--- src/pkg/reset_source_defines.vh ---
`ifndef RESET_SOURCE_DEFINES_VH
`define RESET_SOURCE_DEFINES_VH

// Register byte offsets
`define OFS_RESET_FUNCTION_CONTROL 8'h00
`define OFS_RESET_SOURCE_FLAGS 8'h04
`define OFS_LOW_VOLTAGE_THRESHOLD_SELECT 8'h08
`define OFS_LOW_VOLTAGE_WIDTH_SELECT 8'h0C
`define OFS_CORE_STATUS 8'h10

// Reset values
`define RSTVAL_FUNCTION_CONTROL 8'h55
`define RSTVAL_THRESHOLD_SELECT 8'h55
`define RSTVAL_WIDTH_CODE 2'h1

// Shared pin role codes
`define FUNC_CODE_IO 8'h55
`define FUNC_CODE_RESET_PIN 8'hAA

// Threshold codes
`define THR_CODE_1V90 8'h55
`define THR_CODE_2V20 8'h33
`define THR_CODE_2V55 8'h99
`define THR_CODE_3V15 8'hAA
`define THR_CODE_DISABLE 8'hF0

// Flag bit positions in reset_source_flags
`define FLAG_BIT_CONTROL_CORRUPT 3
`define FLAG_BIT_LOW_SUPPLY 2
`define FLAG_BIT_THRESHOLD_CORRUPT 1

// Bit positions in core_status
`define STAT_BIT_TIMEOUT 0
`define STAT_BIT_POWER_DOWN 1
`define STAT_BIT_CORE_RESET 2

// Minimum low width in low-speed periods, per code
`define WIDTH_TICKS_0 8'h08
`define WIDTH_TICKS_1 8'h20
`define WIDTH_TICKS_2 8'h40
`define WIDTH_TICKS_3 8'h80

// Low-speed oscillator timing at a 100 MHz core clock
`define LIRC_DIV_CYCLES 16'h0C35 // 31250 ns period over a 10 ns clock

// Delays in low-speed periods
`define RSTD_TICKS 16'h0010
`define SRESET_TICKS 16'h0010

// Bus answers
`define RESP_OKAY 2'h0
`define RESP_SLVERR 2'h2

`endif

--- src/core/reset_source_controller.v ---
// Behaviour
// - Power-on clears program counter after start delay
// - Power-on sets port data, direction to ones
// - Selected reset pin low resets, restarts at zero
// - Extra delay after reset pin returns high
// - Function code 55 I/O, AA pin, else reset
// - Bad function code: delayed reset, set flag
// - Function register restores 55 except warm timeout
// - Reset pin selection overrides other pin sharing
// - Control corruption flag: hardware sets, software clears
// - Low supply longer than width resets, sets flag
// - Width code selects 8/32/64/128 period filter
// - Threshold codes decode four levels or disable
// - Bad threshold code: delayed reset, restore value
// - Genuine low supply reset keeps threshold code
// - Threshold register powers up as 55
// - Low supply detection off in power down
// - Threshold corruption flag set; software clears flags
// - Normal watchdog timeout resets, sets timeout flag
// - Power-down timeout clears PC, SP; sets flags
//
// Our own choices: the AXI4-Lite slave port and the placing of the registers.
`timescale 1ns/10ps
`include "reset_source_defines.vh"

module reset_source_controller #(
    parameter ADDR_W = 8,
    parameter [15:0] LIRC_DIV = `LIRC_DIV_CYCLES,
    parameter [15:0] RSTD_TICKS = `RSTD_TICKS,
    parameter [15:0] SRESET_TICKS = `SRESET_TICKS
) (
    input wire aclk,
    input wire aresetn,
    input wire [ADDR_W-1:0] awaddr,
    input wire awvalid,
    output wire awready,
    input wire [31:0] wdata,
    input wire [3:0] wstrb,
    input wire wvalid,
    output wire wready,
    output reg [1:0] bresp,
    output reg bvalid,
    input wire bready,
    input wire [ADDR_W-1:0] araddr,
    input wire arvalid,
    output wire arready,
    output reg [31:0] rdata,
    output reg [1:0] rresp,
    output reg rvalid,
    input wire rready,
    input wire external_reset_pin_n,
    input wire supply_low,
    input wire watchdog_overflow,
    input wire power_down_mode,
    input wire halt_exec,
    input wire clear_watchdog,
    output reg core_reset_q,
    output reg port_preset_q,
    output reg pc_sp_clear_q,
    output reg reset_pin_selected_q,
    output reg [1:0] threshold_level_q,
    output reg monitor_enable_q,
    output reg watchdog_timeout_flag_q,
    output reg power_down_flag_q
);
    // Sequencer states
    localparam [1:0] ST_RUN = 2'h0;
    localparam [1:0] ST_HOLD = 2'h1;
    localparam [1:0] ST_EXTEND = 2'h2;

    reg [1:0] state_q; // Sequencer state
    reg [15:0] ext_cnt_q; // Low-speed periods of extension
    reg [15:0] div_cnt_q; // Low-speed divider
    reg lirc_tick_q; // One-cycle low-speed enable
    reg [7:0] reset_function_control_q; // Shared pin role
    reg [7:0] threshold_code_q; // Supply threshold select
    reg [1:0] min_low_width_code_q; // Filter width select
    reg control_corruption_reset_flag_q; // Sticky
    reg low_supply_reset_flag_q; // Sticky
    reg threshold_corruption_reset_flag_q; // Sticky
    reg pend_ctrl_q; // Corrupt function code waiting
    reg pend_thr_q; // Corrupt threshold code waiting
    reg [15:0] sreset_cnt_q; // Software-reset delay count
    reg aw_full_q; // Write address held
    reg w_full_q; // Write data held
    reg [ADDR_W-1:0] aw_addr_q;
    reg [7:0] w_byte_q; // Only the low lane is implemented
    reg w_lane_q; // Low lane strobe
    reg [1:0] thr_level;
    reg thr_valid;
    reg thr_disable;
    reg [31:0] rd_word;
    reg rd_hit;
    wire supply_trip; // Valid low supply drop
    wire ctrl_bad;
    wire pin_reset;
    wire sreset_fire;
    wire full_reset;
    wire wdt_normal;
    wire wdt_warm;
    wire wr_go;
    wire wr_hit;
    wire wr_ctrl;
    wire wr_flags;
    wire wr_thr;
    wire wr_width;

    // Threshold decode
    always @* begin
        thr_valid = 1'b1;
        thr_disable = 1'b0;
        case (threshold_code_q)
            `THR_CODE_1V90: thr_level = 2'h0;
            `THR_CODE_2V20: thr_level = 2'h1;
            `THR_CODE_2V55: thr_level = 2'h2;
            `THR_CODE_3V15: thr_level = 2'h3;
            `THR_CODE_DISABLE: begin
                thr_level = 2'h0;
                thr_disable = 1'b1;
            end
            default: begin
                thr_level = 2'h0;
                thr_valid = 1'b0;
            end
        endcase
    end

    // Function code
    assign ctrl_bad = (reset_function_control_q != `FUNC_CODE_IO) &&
                      (reset_function_control_q != `FUNC_CODE_RESET_PIN);
    // Pin acts only while the reset role is selected
    assign pin_reset = (reset_function_control_q == `FUNC_CODE_RESET_PIN) && !external_reset_pin_n;
    assign sreset_fire = (pend_ctrl_q || pend_thr_q) && lirc_tick_q &&
                         (sreset_cnt_q == SRESET_TICKS - 16'h0001);
    assign wdt_normal = watchdog_overflow && !power_down_mode && (state_q == ST_RUN);
    assign wdt_warm = watchdog_overflow && power_down_mode && (state_q == ST_RUN);
    // Any reset that restores the registers
    assign full_reset = (state_q == ST_RUN) && (pin_reset || supply_trip || sreset_fire || wdt_normal);

    // Low-speed period enable divider
    always @(posedge aclk) begin
        if (!aresetn) begin
            div_cnt_q <= 16'h0000;
            lirc_tick_q <= 1'b0;
        end else if (div_cnt_q == LIRC_DIV - 16'h0001) begin
            div_cnt_q <= 16'h0000;
            lirc_tick_q <= 1'b1;
        end else begin
            div_cnt_q <= div_cnt_q + 16'h0001;
            lirc_tick_q <= 1'b0;
        end
    end

    // Width filter on the supply comparator
    lv_width_filter u_filter (
        .aclk(aclk),
        .aresetn(aresetn),
        .lirc_tick(lirc_tick_q),
        .monitor_enable(monitor_enable_q),
        .supply_low(supply_low),
        .min_low_width_code(min_low_width_code_q),
        .trip_q(supply_trip)
    );

    // Analog-side controls; detection off in power down
    always @(posedge aclk) begin
        if (!aresetn) begin
            monitor_enable_q <= 1'b0;
            threshold_level_q <= 2'h0;
            reset_pin_selected_q <= 1'b0;
        end else begin
            monitor_enable_q <= thr_valid && !thr_disable && !power_down_mode;
            threshold_level_q <= thr_level;
            // Overrides the port's own sharing select
            reset_pin_selected_q <= (reset_function_control_q == `FUNC_CODE_RESET_PIN);
        end
    end

    // Software-reset delay for corrupted codes; latched once seen
    always @(posedge aclk) begin
        if (!aresetn || full_reset) begin
            pend_ctrl_q <= 1'b0;
            pend_thr_q <= 1'b0;
            sreset_cnt_q <= 16'h0000;
        end else begin
            if (ctrl_bad) begin
                pend_ctrl_q <= 1'b1;
            end
            if (!thr_valid) begin
                pend_thr_q <= 1'b1;
            end
            if ((pend_ctrl_q || pend_thr_q) && lirc_tick_q) begin
                sreset_cnt_q <= sreset_cnt_q + 16'h0001;
            end
        end
    end

    // Reset sequencer: hold while the pin is low (pin resets only), then extend before release
    always @(posedge aclk) begin
        if (!aresetn) begin
            state_q <= ST_EXTEND; // Power-on start delay
            ext_cnt_q <= 16'h0000;
            core_reset_q <= 1'b1;
            port_preset_q <= 1'b1;
            pc_sp_clear_q <= 1'b0;
        end else begin
            pc_sp_clear_q <= wdt_warm; // Warm reset touches only PC and SP
            case (state_q)
                ST_RUN: begin
                    if (full_reset) begin
                        state_q <= pin_reset ? ST_HOLD : ST_EXTEND;
                        ext_cnt_q <= 16'h0000;
                        core_reset_q <= 1'b1;
                        port_preset_q <= 1'b1;
                    end
                end
                ST_HOLD: begin
                    // Normal operation inhibited while pin is low
                    ext_cnt_q <= 16'h0000;
                    // Raw pin: the reset has already put the function code back to I/O
                    if (external_reset_pin_n) begin
                        state_q <= ST_EXTEND;
                    end
                end
                ST_EXTEND: begin
                    if (pin_reset) begin
                        state_q <= ST_HOLD;
                    end else if (lirc_tick_q) begin
                        if (ext_cnt_q == RSTD_TICKS - 16'h0001) begin
                            state_q <= ST_RUN; // Execution restarts at zero
                            core_reset_q <= 1'b0;
                            port_preset_q <= 1'b0;
                        end else begin
                            ext_cnt_q <= ext_cnt_q + 16'h0001;
                        end
                    end
                end
                default: begin
                    state_q <= ST_EXTEND;
                    ext_cnt_q <= 16'h0000;
                    core_reset_q <= 1'b1;
                    port_preset_q <= 1'b1;
                end
            endcase
        end
    end

    // Bus write path: address and data taken in either order
    assign awready = !aw_full_q && !bvalid;
    assign wready = !w_full_q && !bvalid;
    assign wr_go = aw_full_q && w_full_q && !bvalid;
    assign wr_ctrl = wr_go && w_lane_q && (aw_addr_q[7:2] == `OFS_RESET_FUNCTION_CONTROL >> 2);
    assign wr_flags = wr_go && w_lane_q && (aw_addr_q[7:2] == `OFS_RESET_SOURCE_FLAGS >> 2);
    assign wr_thr = wr_go && w_lane_q && (aw_addr_q[7:2] == `OFS_LOW_VOLTAGE_THRESHOLD_SELECT >> 2);
    assign wr_width = wr_go && w_lane_q && (aw_addr_q[7:2] == `OFS_LOW_VOLTAGE_WIDTH_SELECT >> 2);
    assign wr_hit = (aw_addr_q[1:0] == 2'h0) && (aw_addr_q <= `OFS_CORE_STATUS);

    always @(posedge aclk) begin
        if (!aresetn) begin
            aw_full_q <= 1'b0;
            w_full_q <= 1'b0;
            aw_addr_q <= {ADDR_W{1'b0}};
            w_byte_q <= 8'h00;
            w_lane_q <= 1'b0;
            bvalid <= 1'b0;
            bresp <= `RESP_OKAY;
        end else begin
            if (awvalid && awready) begin
                aw_full_q <= 1'b1;
                aw_addr_q <= awaddr;
            end
            if (wvalid && wready) begin
                w_full_q <= 1'b1;
                w_byte_q <= wdata[7:0];
                w_lane_q <= wstrb[0];
            end
            if (wr_go) begin
                aw_full_q <= 1'b0;
                w_full_q <= 1'b0;
                bvalid <= 1'b1;
                bresp <= wr_hit ? `RESP_OKAY : `RESP_SLVERR;
            end else if (bvalid && bready) begin
                bvalid <= 1'b0;
            end
        end
    end

    // Guarded configuration registers
    always @(posedge aclk) begin
        if (!aresetn) begin
            reset_function_control_q <= `RSTVAL_FUNCTION_CONTROL;
            threshold_code_q <= `RSTVAL_THRESHOLD_SELECT;
            min_low_width_code_q <= `RSTVAL_WIDTH_CODE;
        end else if (full_reset) begin
            // Warm timeout never reaches here, so it keeps them
            reset_function_control_q <= `RSTVAL_FUNCTION_CONTROL;
            min_low_width_code_q <= `RSTVAL_WIDTH_CODE;
            // Genuine low supply keeps the threshold code
            if (!(supply_trip && !pin_reset)) begin
                threshold_code_q <= `RSTVAL_THRESHOLD_SELECT;
            end
        end else begin
            if (wr_ctrl) begin
                reset_function_control_q <= w_byte_q;
            end
            if (wr_thr) begin
                threshold_code_q <= w_byte_q;
            end
            if (wr_width) begin
                min_low_width_code_q <= w_byte_q[1:0];
            end
        end
    end

    // Sticky source flags: software may write 0 only; a set wins over a clear
    always @(posedge aclk) begin
        if (!aresetn) begin
            control_corruption_reset_flag_q <= 1'b0;
            low_supply_reset_flag_q <= 1'b0;
            threshold_corruption_reset_flag_q <= 1'b0;
        end else begin
            if (sreset_fire && pend_ctrl_q && (state_q == ST_RUN) && !pin_reset && !supply_trip) begin
                control_corruption_reset_flag_q <= 1'b1;
            end else if (wr_flags && !w_byte_q[`FLAG_BIT_CONTROL_CORRUPT]) begin
                control_corruption_reset_flag_q <= 1'b0;
            end
            if (supply_trip && (state_q == ST_RUN) && !pin_reset) begin
                low_supply_reset_flag_q <= 1'b1;
            end else if (wr_flags && !w_byte_q[`FLAG_BIT_LOW_SUPPLY]) begin
                low_supply_reset_flag_q <= 1'b0;
            end
            if (sreset_fire && pend_thr_q && (state_q == ST_RUN) && !pin_reset && !supply_trip) begin
                threshold_corruption_reset_flag_q <= 1'b1;
            end else if (wr_flags && !w_byte_q[`FLAG_BIT_THRESHOLD_CORRUPT]) begin
                threshold_corruption_reset_flag_q <= 1'b0;
            end
        end
    end

    // Timeout and power-down flags; pin and supply resets leave them alone
    always @(posedge aclk) begin
        if (!aresetn) begin
            watchdog_timeout_flag_q <= 1'b0;
            power_down_flag_q <= 1'b0;
        end else if (wdt_warm) begin
            watchdog_timeout_flag_q <= 1'b1;
            power_down_flag_q <= 1'b1;
        end else if (wdt_normal && !pin_reset && !supply_trip && !sreset_fire) begin
            watchdog_timeout_flag_q <= 1'b1;
        end else if (clear_watchdog) begin
            watchdog_timeout_flag_q <= 1'b0;
            power_down_flag_q <= 1'b0;
        end else if (halt_exec) begin
            watchdog_timeout_flag_q <= 1'b0;
            power_down_flag_q <= 1'b1;
        end
    end

    // Read mux; unimplemented bits read as zero
    always @* begin
        rd_word = 32'h0000_0000;
        rd_hit = 1'b1;
        case (araddr[7:0])
            `OFS_RESET_FUNCTION_CONTROL: rd_word[7:0] = reset_function_control_q;
            `OFS_RESET_SOURCE_FLAGS: begin
                rd_word[`FLAG_BIT_CONTROL_CORRUPT] = control_corruption_reset_flag_q;
                rd_word[`FLAG_BIT_LOW_SUPPLY] = low_supply_reset_flag_q;
                rd_word[`FLAG_BIT_THRESHOLD_CORRUPT] = threshold_corruption_reset_flag_q;
            end
            `OFS_LOW_VOLTAGE_THRESHOLD_SELECT: rd_word[7:0] = threshold_code_q;
            `OFS_LOW_VOLTAGE_WIDTH_SELECT: rd_word[1:0] = min_low_width_code_q;
            `OFS_CORE_STATUS: begin
                rd_word[`STAT_BIT_TIMEOUT] = watchdog_timeout_flag_q;
                rd_word[`STAT_BIT_POWER_DOWN] = power_down_flag_q;
                rd_word[`STAT_BIT_CORE_RESET] = core_reset_q;
            end
            default: rd_hit = 1'b0;
        endcase
    end

    // Bus read path: one cycle to the answer
    assign arready = !rvalid;

    always @(posedge aclk) begin
        if (!aresetn) begin
            rvalid <= 1'b0;
            rdata <= 32'h0000_0000;
            rresp <= `RESP_OKAY;
        end else if (arvalid && arready) begin
            rvalid <= 1'b1;
            rdata <= rd_word;
            rresp <= rd_hit ? `RESP_OKAY : `RESP_SLVERR;
        end else if (rvalid && rready) begin
            rvalid <= 1'b0;
        end
    end
endmodule

--- src/core/lv_width_filter.v ---
`timescale 1ns/10ps
`include "reset_source_defines.vh"

// Ignores supply dips shorter than the selected minimum width
module lv_width_filter (
    input wire aclk,
    input wire aresetn,
    input wire lirc_tick, // One-cycle low-speed enable
    input wire monitor_enable, // Detection allowed
    input wire supply_low, // Comparator below threshold
    input wire [1:0] min_low_width_code, // Width select
    output reg trip_q // One-cycle pulse: valid low supply
);
    reg [7:0] low_cnt_q; // Low-speed periods spent low
    reg [7:0] limit; // Periods needed for a valid drop

    // Width lookup
    always @* begin
        case (min_low_width_code)
            2'h0: limit = `WIDTH_TICKS_0;
            2'h1: limit = `WIDTH_TICKS_1;
            2'h2: limit = `WIDTH_TICKS_2;
            default: limit = `WIDTH_TICKS_3;
        endcase
    end

    // Count whole periods; the partial first period gives the (N-1~N) window
    always @(posedge aclk) begin
        if (!aresetn) begin
            low_cnt_q <= 8'h00;
            trip_q <= 1'b0;
        end else if (!(monitor_enable && supply_low)) begin
            // Any return above threshold restarts the width
            low_cnt_q <= 8'h00;
            trip_q <= 1'b0;
        end else if (lirc_tick && (low_cnt_q == limit - 8'h01)) begin
            low_cnt_q <= 8'h00;
            trip_q <= 1'b1;
        end else begin
            if (lirc_tick) begin
                low_cnt_q <= low_cnt_q + 8'h01;
            end
            trip_q <= 1'b0;
        end
    end
endmodule

--- config.mk ---
export PLATFORM = sky130hd
export DESIGN_NAME = reset_source_controller
export DESIGN_NICKNAME = d
export VERILOG_FILES = /design/src/core/reset_source_controller.v /design/src/core/lv_width_filter.v
export VERILOG_INCLUDE_DIRS = /design/src /design/src/pkg
export SDC_FILE = /design/constraint.sdc
export NUM_CORES = 1
export LEC_CHECK = 0
export BUFFER_PORTS_ARGS = -buffer_cell sky130_fd_sc_hd__buf_2
export CAP_MARGIN = 20
export CORE_UTILIZATION = 40
export CTS_BUF_LIST = sky130_fd_sc_hd__clkbuf_16
export CTS_CLUSTER_DIAMETER = 150
export DETAILED_ROUTE_END_ITERATION = 10
export SYNTH_ARGS = -nofsm -noshare
export SYNTH_HDL_FRONTEND = slang
export SYNTH_HIERARCHICAL = 1
export SYNTH_SLANG_ARGS = --single-unit
--- constraint.sdc ---
create_clock -name aclk -period 3.6 [get_ports aclk]
set_input_delay 0.36 -clock aclk [delete_from_list [all_inputs] [get_ports aclk]]
set_output_delay 0.36 -clock aclk [all_outputs]
set_load 0.05 [all_outputs]
==> flow_summary.json <==
{
  "critical-path-max-stage-delay_ps": 570,
  "final_min_period_over_clock_period_pct": 71.8,
  "drt_iter0_drc": 366,
  "numCtsBuffers": 17,
  "cts-hold-fix-buffers": 0,
  "cts_tree": "yes",
  "grt_antenna_before_repair": 0,
  "multiInputGateArea_mm2": 0.00313,
  "power_density_mw_per_mm2": 501,
  "timing.critical_path.cells": "o21ai_0 -> nor3_4 -> a211oi_2 -> nor2_1 -> buf_4 -> buf_4 -> nor2_1",
  "via_count_of_the_first_global_routing_pass": 4514,
  "final-seq-area_mm2": 0.00244,
  "netlist.top_cell.by_area": "dfxtp_1",
  "hold_ep": "rvalid$_SDFFE_PN0P_",
  "netlist_area_mm2": 0.00585,
  "post-cts-setup-buffer-count": 0,
  "antennaDiodeCount": 0,
  "synth_enable_flop_cells": 0,
  "finish.utilization_pct": 48.3,
  "area_of_the_die_mm2": 0.0151,
  "start_kind": "register",
  "drt_wl_total_um": 13500,
  "timing.setup.tns_ps": 0,
  "drcViolationCount": 0,
  "rr_worst_depth": 7,
  "globalRoute.totalOverflow": 0,
  "die_h_um": 123,
  "postSynthAreaPerCell_um2": 8.50,
  "detail-route-antenna-nets": 0,
  "start_util_pct": 41.5,
  "timing.hold.worst_path_depth": 2,
  "regToRegSetupSlack_ps": 1010,
  "area.growth.synth_to_final_pct": 16.4,
  "drive_above_1_share_pct": 15.4,
  "synth-seq-area-share_pct": 41.8,
  "core_region_area_mm2": 0.0141,
  "grt_max_degree": 31,
  "synth-warning-count": 6,
  "clock_skew_ps": 6.96,
  "avgViaCountPerCell": 5.35,
  "routed-via-count": 5025,
  "grt_first_pass_wirelength_um": 21900,
  "finalHoldViolations": 0,
  "worst_path_dominant_cell_family": "simple AND/OR/NAND/NOR gates",
  "dp_hpwl_um": 9680,
  "hold_path_startpoint": "rready",
  "worstPathMaxFanout": 16,
  "n_fill_cell": 1348,
  "core.rowCount": 43,
  "post_synth_top_flop": "dfxtp_1",
  "critical_path.n_buffers_inverters": 2,
  "synthDominantCellAreaShare_pct": 41.8,
  "setup_cp_type": "reg -> reg",
  "route.detailed.wl_per_inst_um": 14.4,
  "insertion_delay_ps": 420,
  "netlist-cell-type-count": 68,
  "cts_max_path_buffers": 2,
  "synth_seq_cells": 122,
  "maxSlewHeadroom_pct": 26.9,
  "final_setup_fails": 0,
  "rsz0062_at_grt": "no",
  "clk_transition_reported_paths_ps": 60,
  "number_of_buffer_cells_added_on_primary_ports": 61,
  "timing.critical_path.depth": 7,
  "synthArstFlopShare_pct": 0,
  "power.leakage_uw": 0.00263,
  "routability_congestion": 0.844,
  "post_synth_main_area_contributors": "dfxtp_1, nand2_1, nor2_1",
  "min_period_ps": 2590,
  "maximum_capacitance_violations": 0,
  "synthesis.instances": 688,
  "cp_data_arrival_time_ps": 2890,
  "dr.pass1.iters": 5,
  "kind_of_capture_point_of_the_worst_setup_path": "register",
  "holdCritPathClass": "in -> reg",
  "dieWidth_um": 123,
  "crit_slowest_cell": "dfxtp_1",
  "timing.fmax_mhz": 387,
  "worstReg2RegStart": "lirc_tick_q$_SDFF_PN0_",
  "crit_required_ps": 3900,
  "cts_htree_levels": 4,
  "final_net_count": 817,
  "floorplan.io_pins": 115,
  "r2r-end": "sreset_cnt_q[10]$_SDFFE_PP0P_",
  "cts_resized": 0,
  "clock_root_buffer": "clkbuf_16",
  "grt_use_total_pct": 18.9,
  "peakVddDrop_mv": 0.323,
  "timing_worst_slew_pin_value_ps": 1090,
  "slew_violations": 0,
  "status": "complete, no violations",
  "cts_num_sinks": 122
}
-- routing by layer --
layer  vias to the layer above  global-route usage, %  part of all wire (%)
met2                       135                   30.2                    48
met3                        16                   5.26                   5.0
met4                         0                   7.32                   1.4
met1                      2364                   24.1                    46
li1                       2510                      -                     -
met5                         -                      0                     0
-- cells by family after synthesis --
kind of cell	after synthesis	share of synthesized area (%)
AO/OA/AOI/OAI	115	13.4
XOR/XNOR	39	5.84
adder cells (fa/ha/maj)	5	1.07
buffers and inverters	69	6.37
flip-flops	122	41.8
multiplexers	19	3.51
other	1	0.0641
AND/OR/NAND/NOR	318	28.0
-- synth_stat cells (9+ instances only) --
cell and count:
nor4_1 13, xor2_1 21, dfxtp_1 122, buf_4 29
nor2_1 78, nand2_1 92, nor3_1 17, nand3_1 11
nand4_1 29, and3_1 10, o21ai_0 19, and2_1 9
nor2b_1 9, xnor2_1 18, clkbuf_1 17, inv_1 18
a21oi_1 40, mux2i_1 16
-- stage by stage --
step | hold slack (ps) | power [µW] | area (µm²) | cells | setup slack [ps]
6_report | 123 | 3410 | 6810 | 939 | 1010
4_1_cts | 105 | 3440 | 6810 | 939 | 1010
2_1_floorplan | 432 | 1650 | 5940 | 713 | 1560
5_1_grt | 112 | 3530 | 6810 | 939 | 782
3_5_place_dp | 450 | 1700 | 6200 | 908 | 1000
3_3_place_gp | 442 | 1690 | 6200 | 908 | 1040
-- worst reg2reg max path: stages, from the launching register on --
cell      delay, ps
dfxtp_1         570
o21ai_0         340
nor3_4          340
a211oi_2        140
nor2_1          500
buf_4           280
buf_4           230
nor2_1           80
-- cell usage in the layout, fill, tap and decap left out, types with 4 or more instances in the layout --
cell type and instances:
buf_2 61, nor4_1 13, nor2b_1 9, o221a_2 4, xor2_1 21, o31ai_1 8, nor2_1 78, o221ai_1 4
buf_4 4, bufinv_16 4, a211oi_1 5, and3_1 10, dfxtp_1 122, nor4bb_1 6, conb_1 26, inv_1 19
nand4_1 29, nand2b_1 7, clkbuf_16 17, a221oi_1 6, mux2i_1 16, or4_1 8, ha_1 5, xnor2_1 18
nand2_1 92, a21oi_1 40, nand4b_1 4, nor3_1 17, nand3b_1 5, o21ai_0 19, and2_1 9, nand3_1 11
-- state kept, by name, summed over array words and instances (netlist names), 2 cells and up --
| name | count |
|---|---|
| u_filter/low_cnt_q | 8 |
| reset_function_control_q | 8 |
| sreset_cnt_q | 16 |
| w_byte_q | 8 |
| div_cnt_q | 16 |
| state_q | 2 |
| threshold_code_q | 8 |
| aw_addr_q | 8 |
| ext_cnt_q | 16 |
| threshold_level_q | 2 |
| rdata | 8 |
| min_low_width_code_q | 2 |
-- how the worst max path moves through the flow --
stage                                    startpoint                             to  slack (ps)
after global routing         lirc_tick_q$_SDFF_PN0_   sreset_cnt_q[5]$_SDFFE_PP0P_         780
final                        lirc_tick_q$_SDFF_PN0_  sreset_cnt_q[10]$_SDFFE_PP0P_        1010
after global placement       lirc_tick_q$_SDFF_PN0_  sreset_cnt_q[14]$_SDFFE_PP0P_        1040
after detailed placement     lirc_tick_q$_SDFF_PN0_  sreset_cnt_q[10]$_SDFFE_PP0P_        1000
after floorplan           ext_cnt_q[0]$_SDFFE_PN0P_     ext_cnt_q[11]$_SDFFE_PN0P_        1560
after CTS                    lirc_tick_q$_SDFF_PN0_  sreset_cnt_q[10]$_SDFFE_PP0P_        1010
-- cell type report --
class | instances | area share, %
sequential | 122 | 35.9
clock buffer | 17 | 6.25
clock inverter | 14 | 2.66
multi-input combinational | 522 | 45.9
timing repair buffer | 65 | 4.92
tap | 180 | 3.31
inverter | 19 | 1.05
-- power by group --
| group | internal, µW | switching (µW) |
|---|---|---|
| registers | 1380 | 26.5 |
| logic | 63.9 | 195 |
| clock network | 1140 | 602 |
| total | 2590 | 824 |
Note: power is estimated with default switching activity, not from simulation.
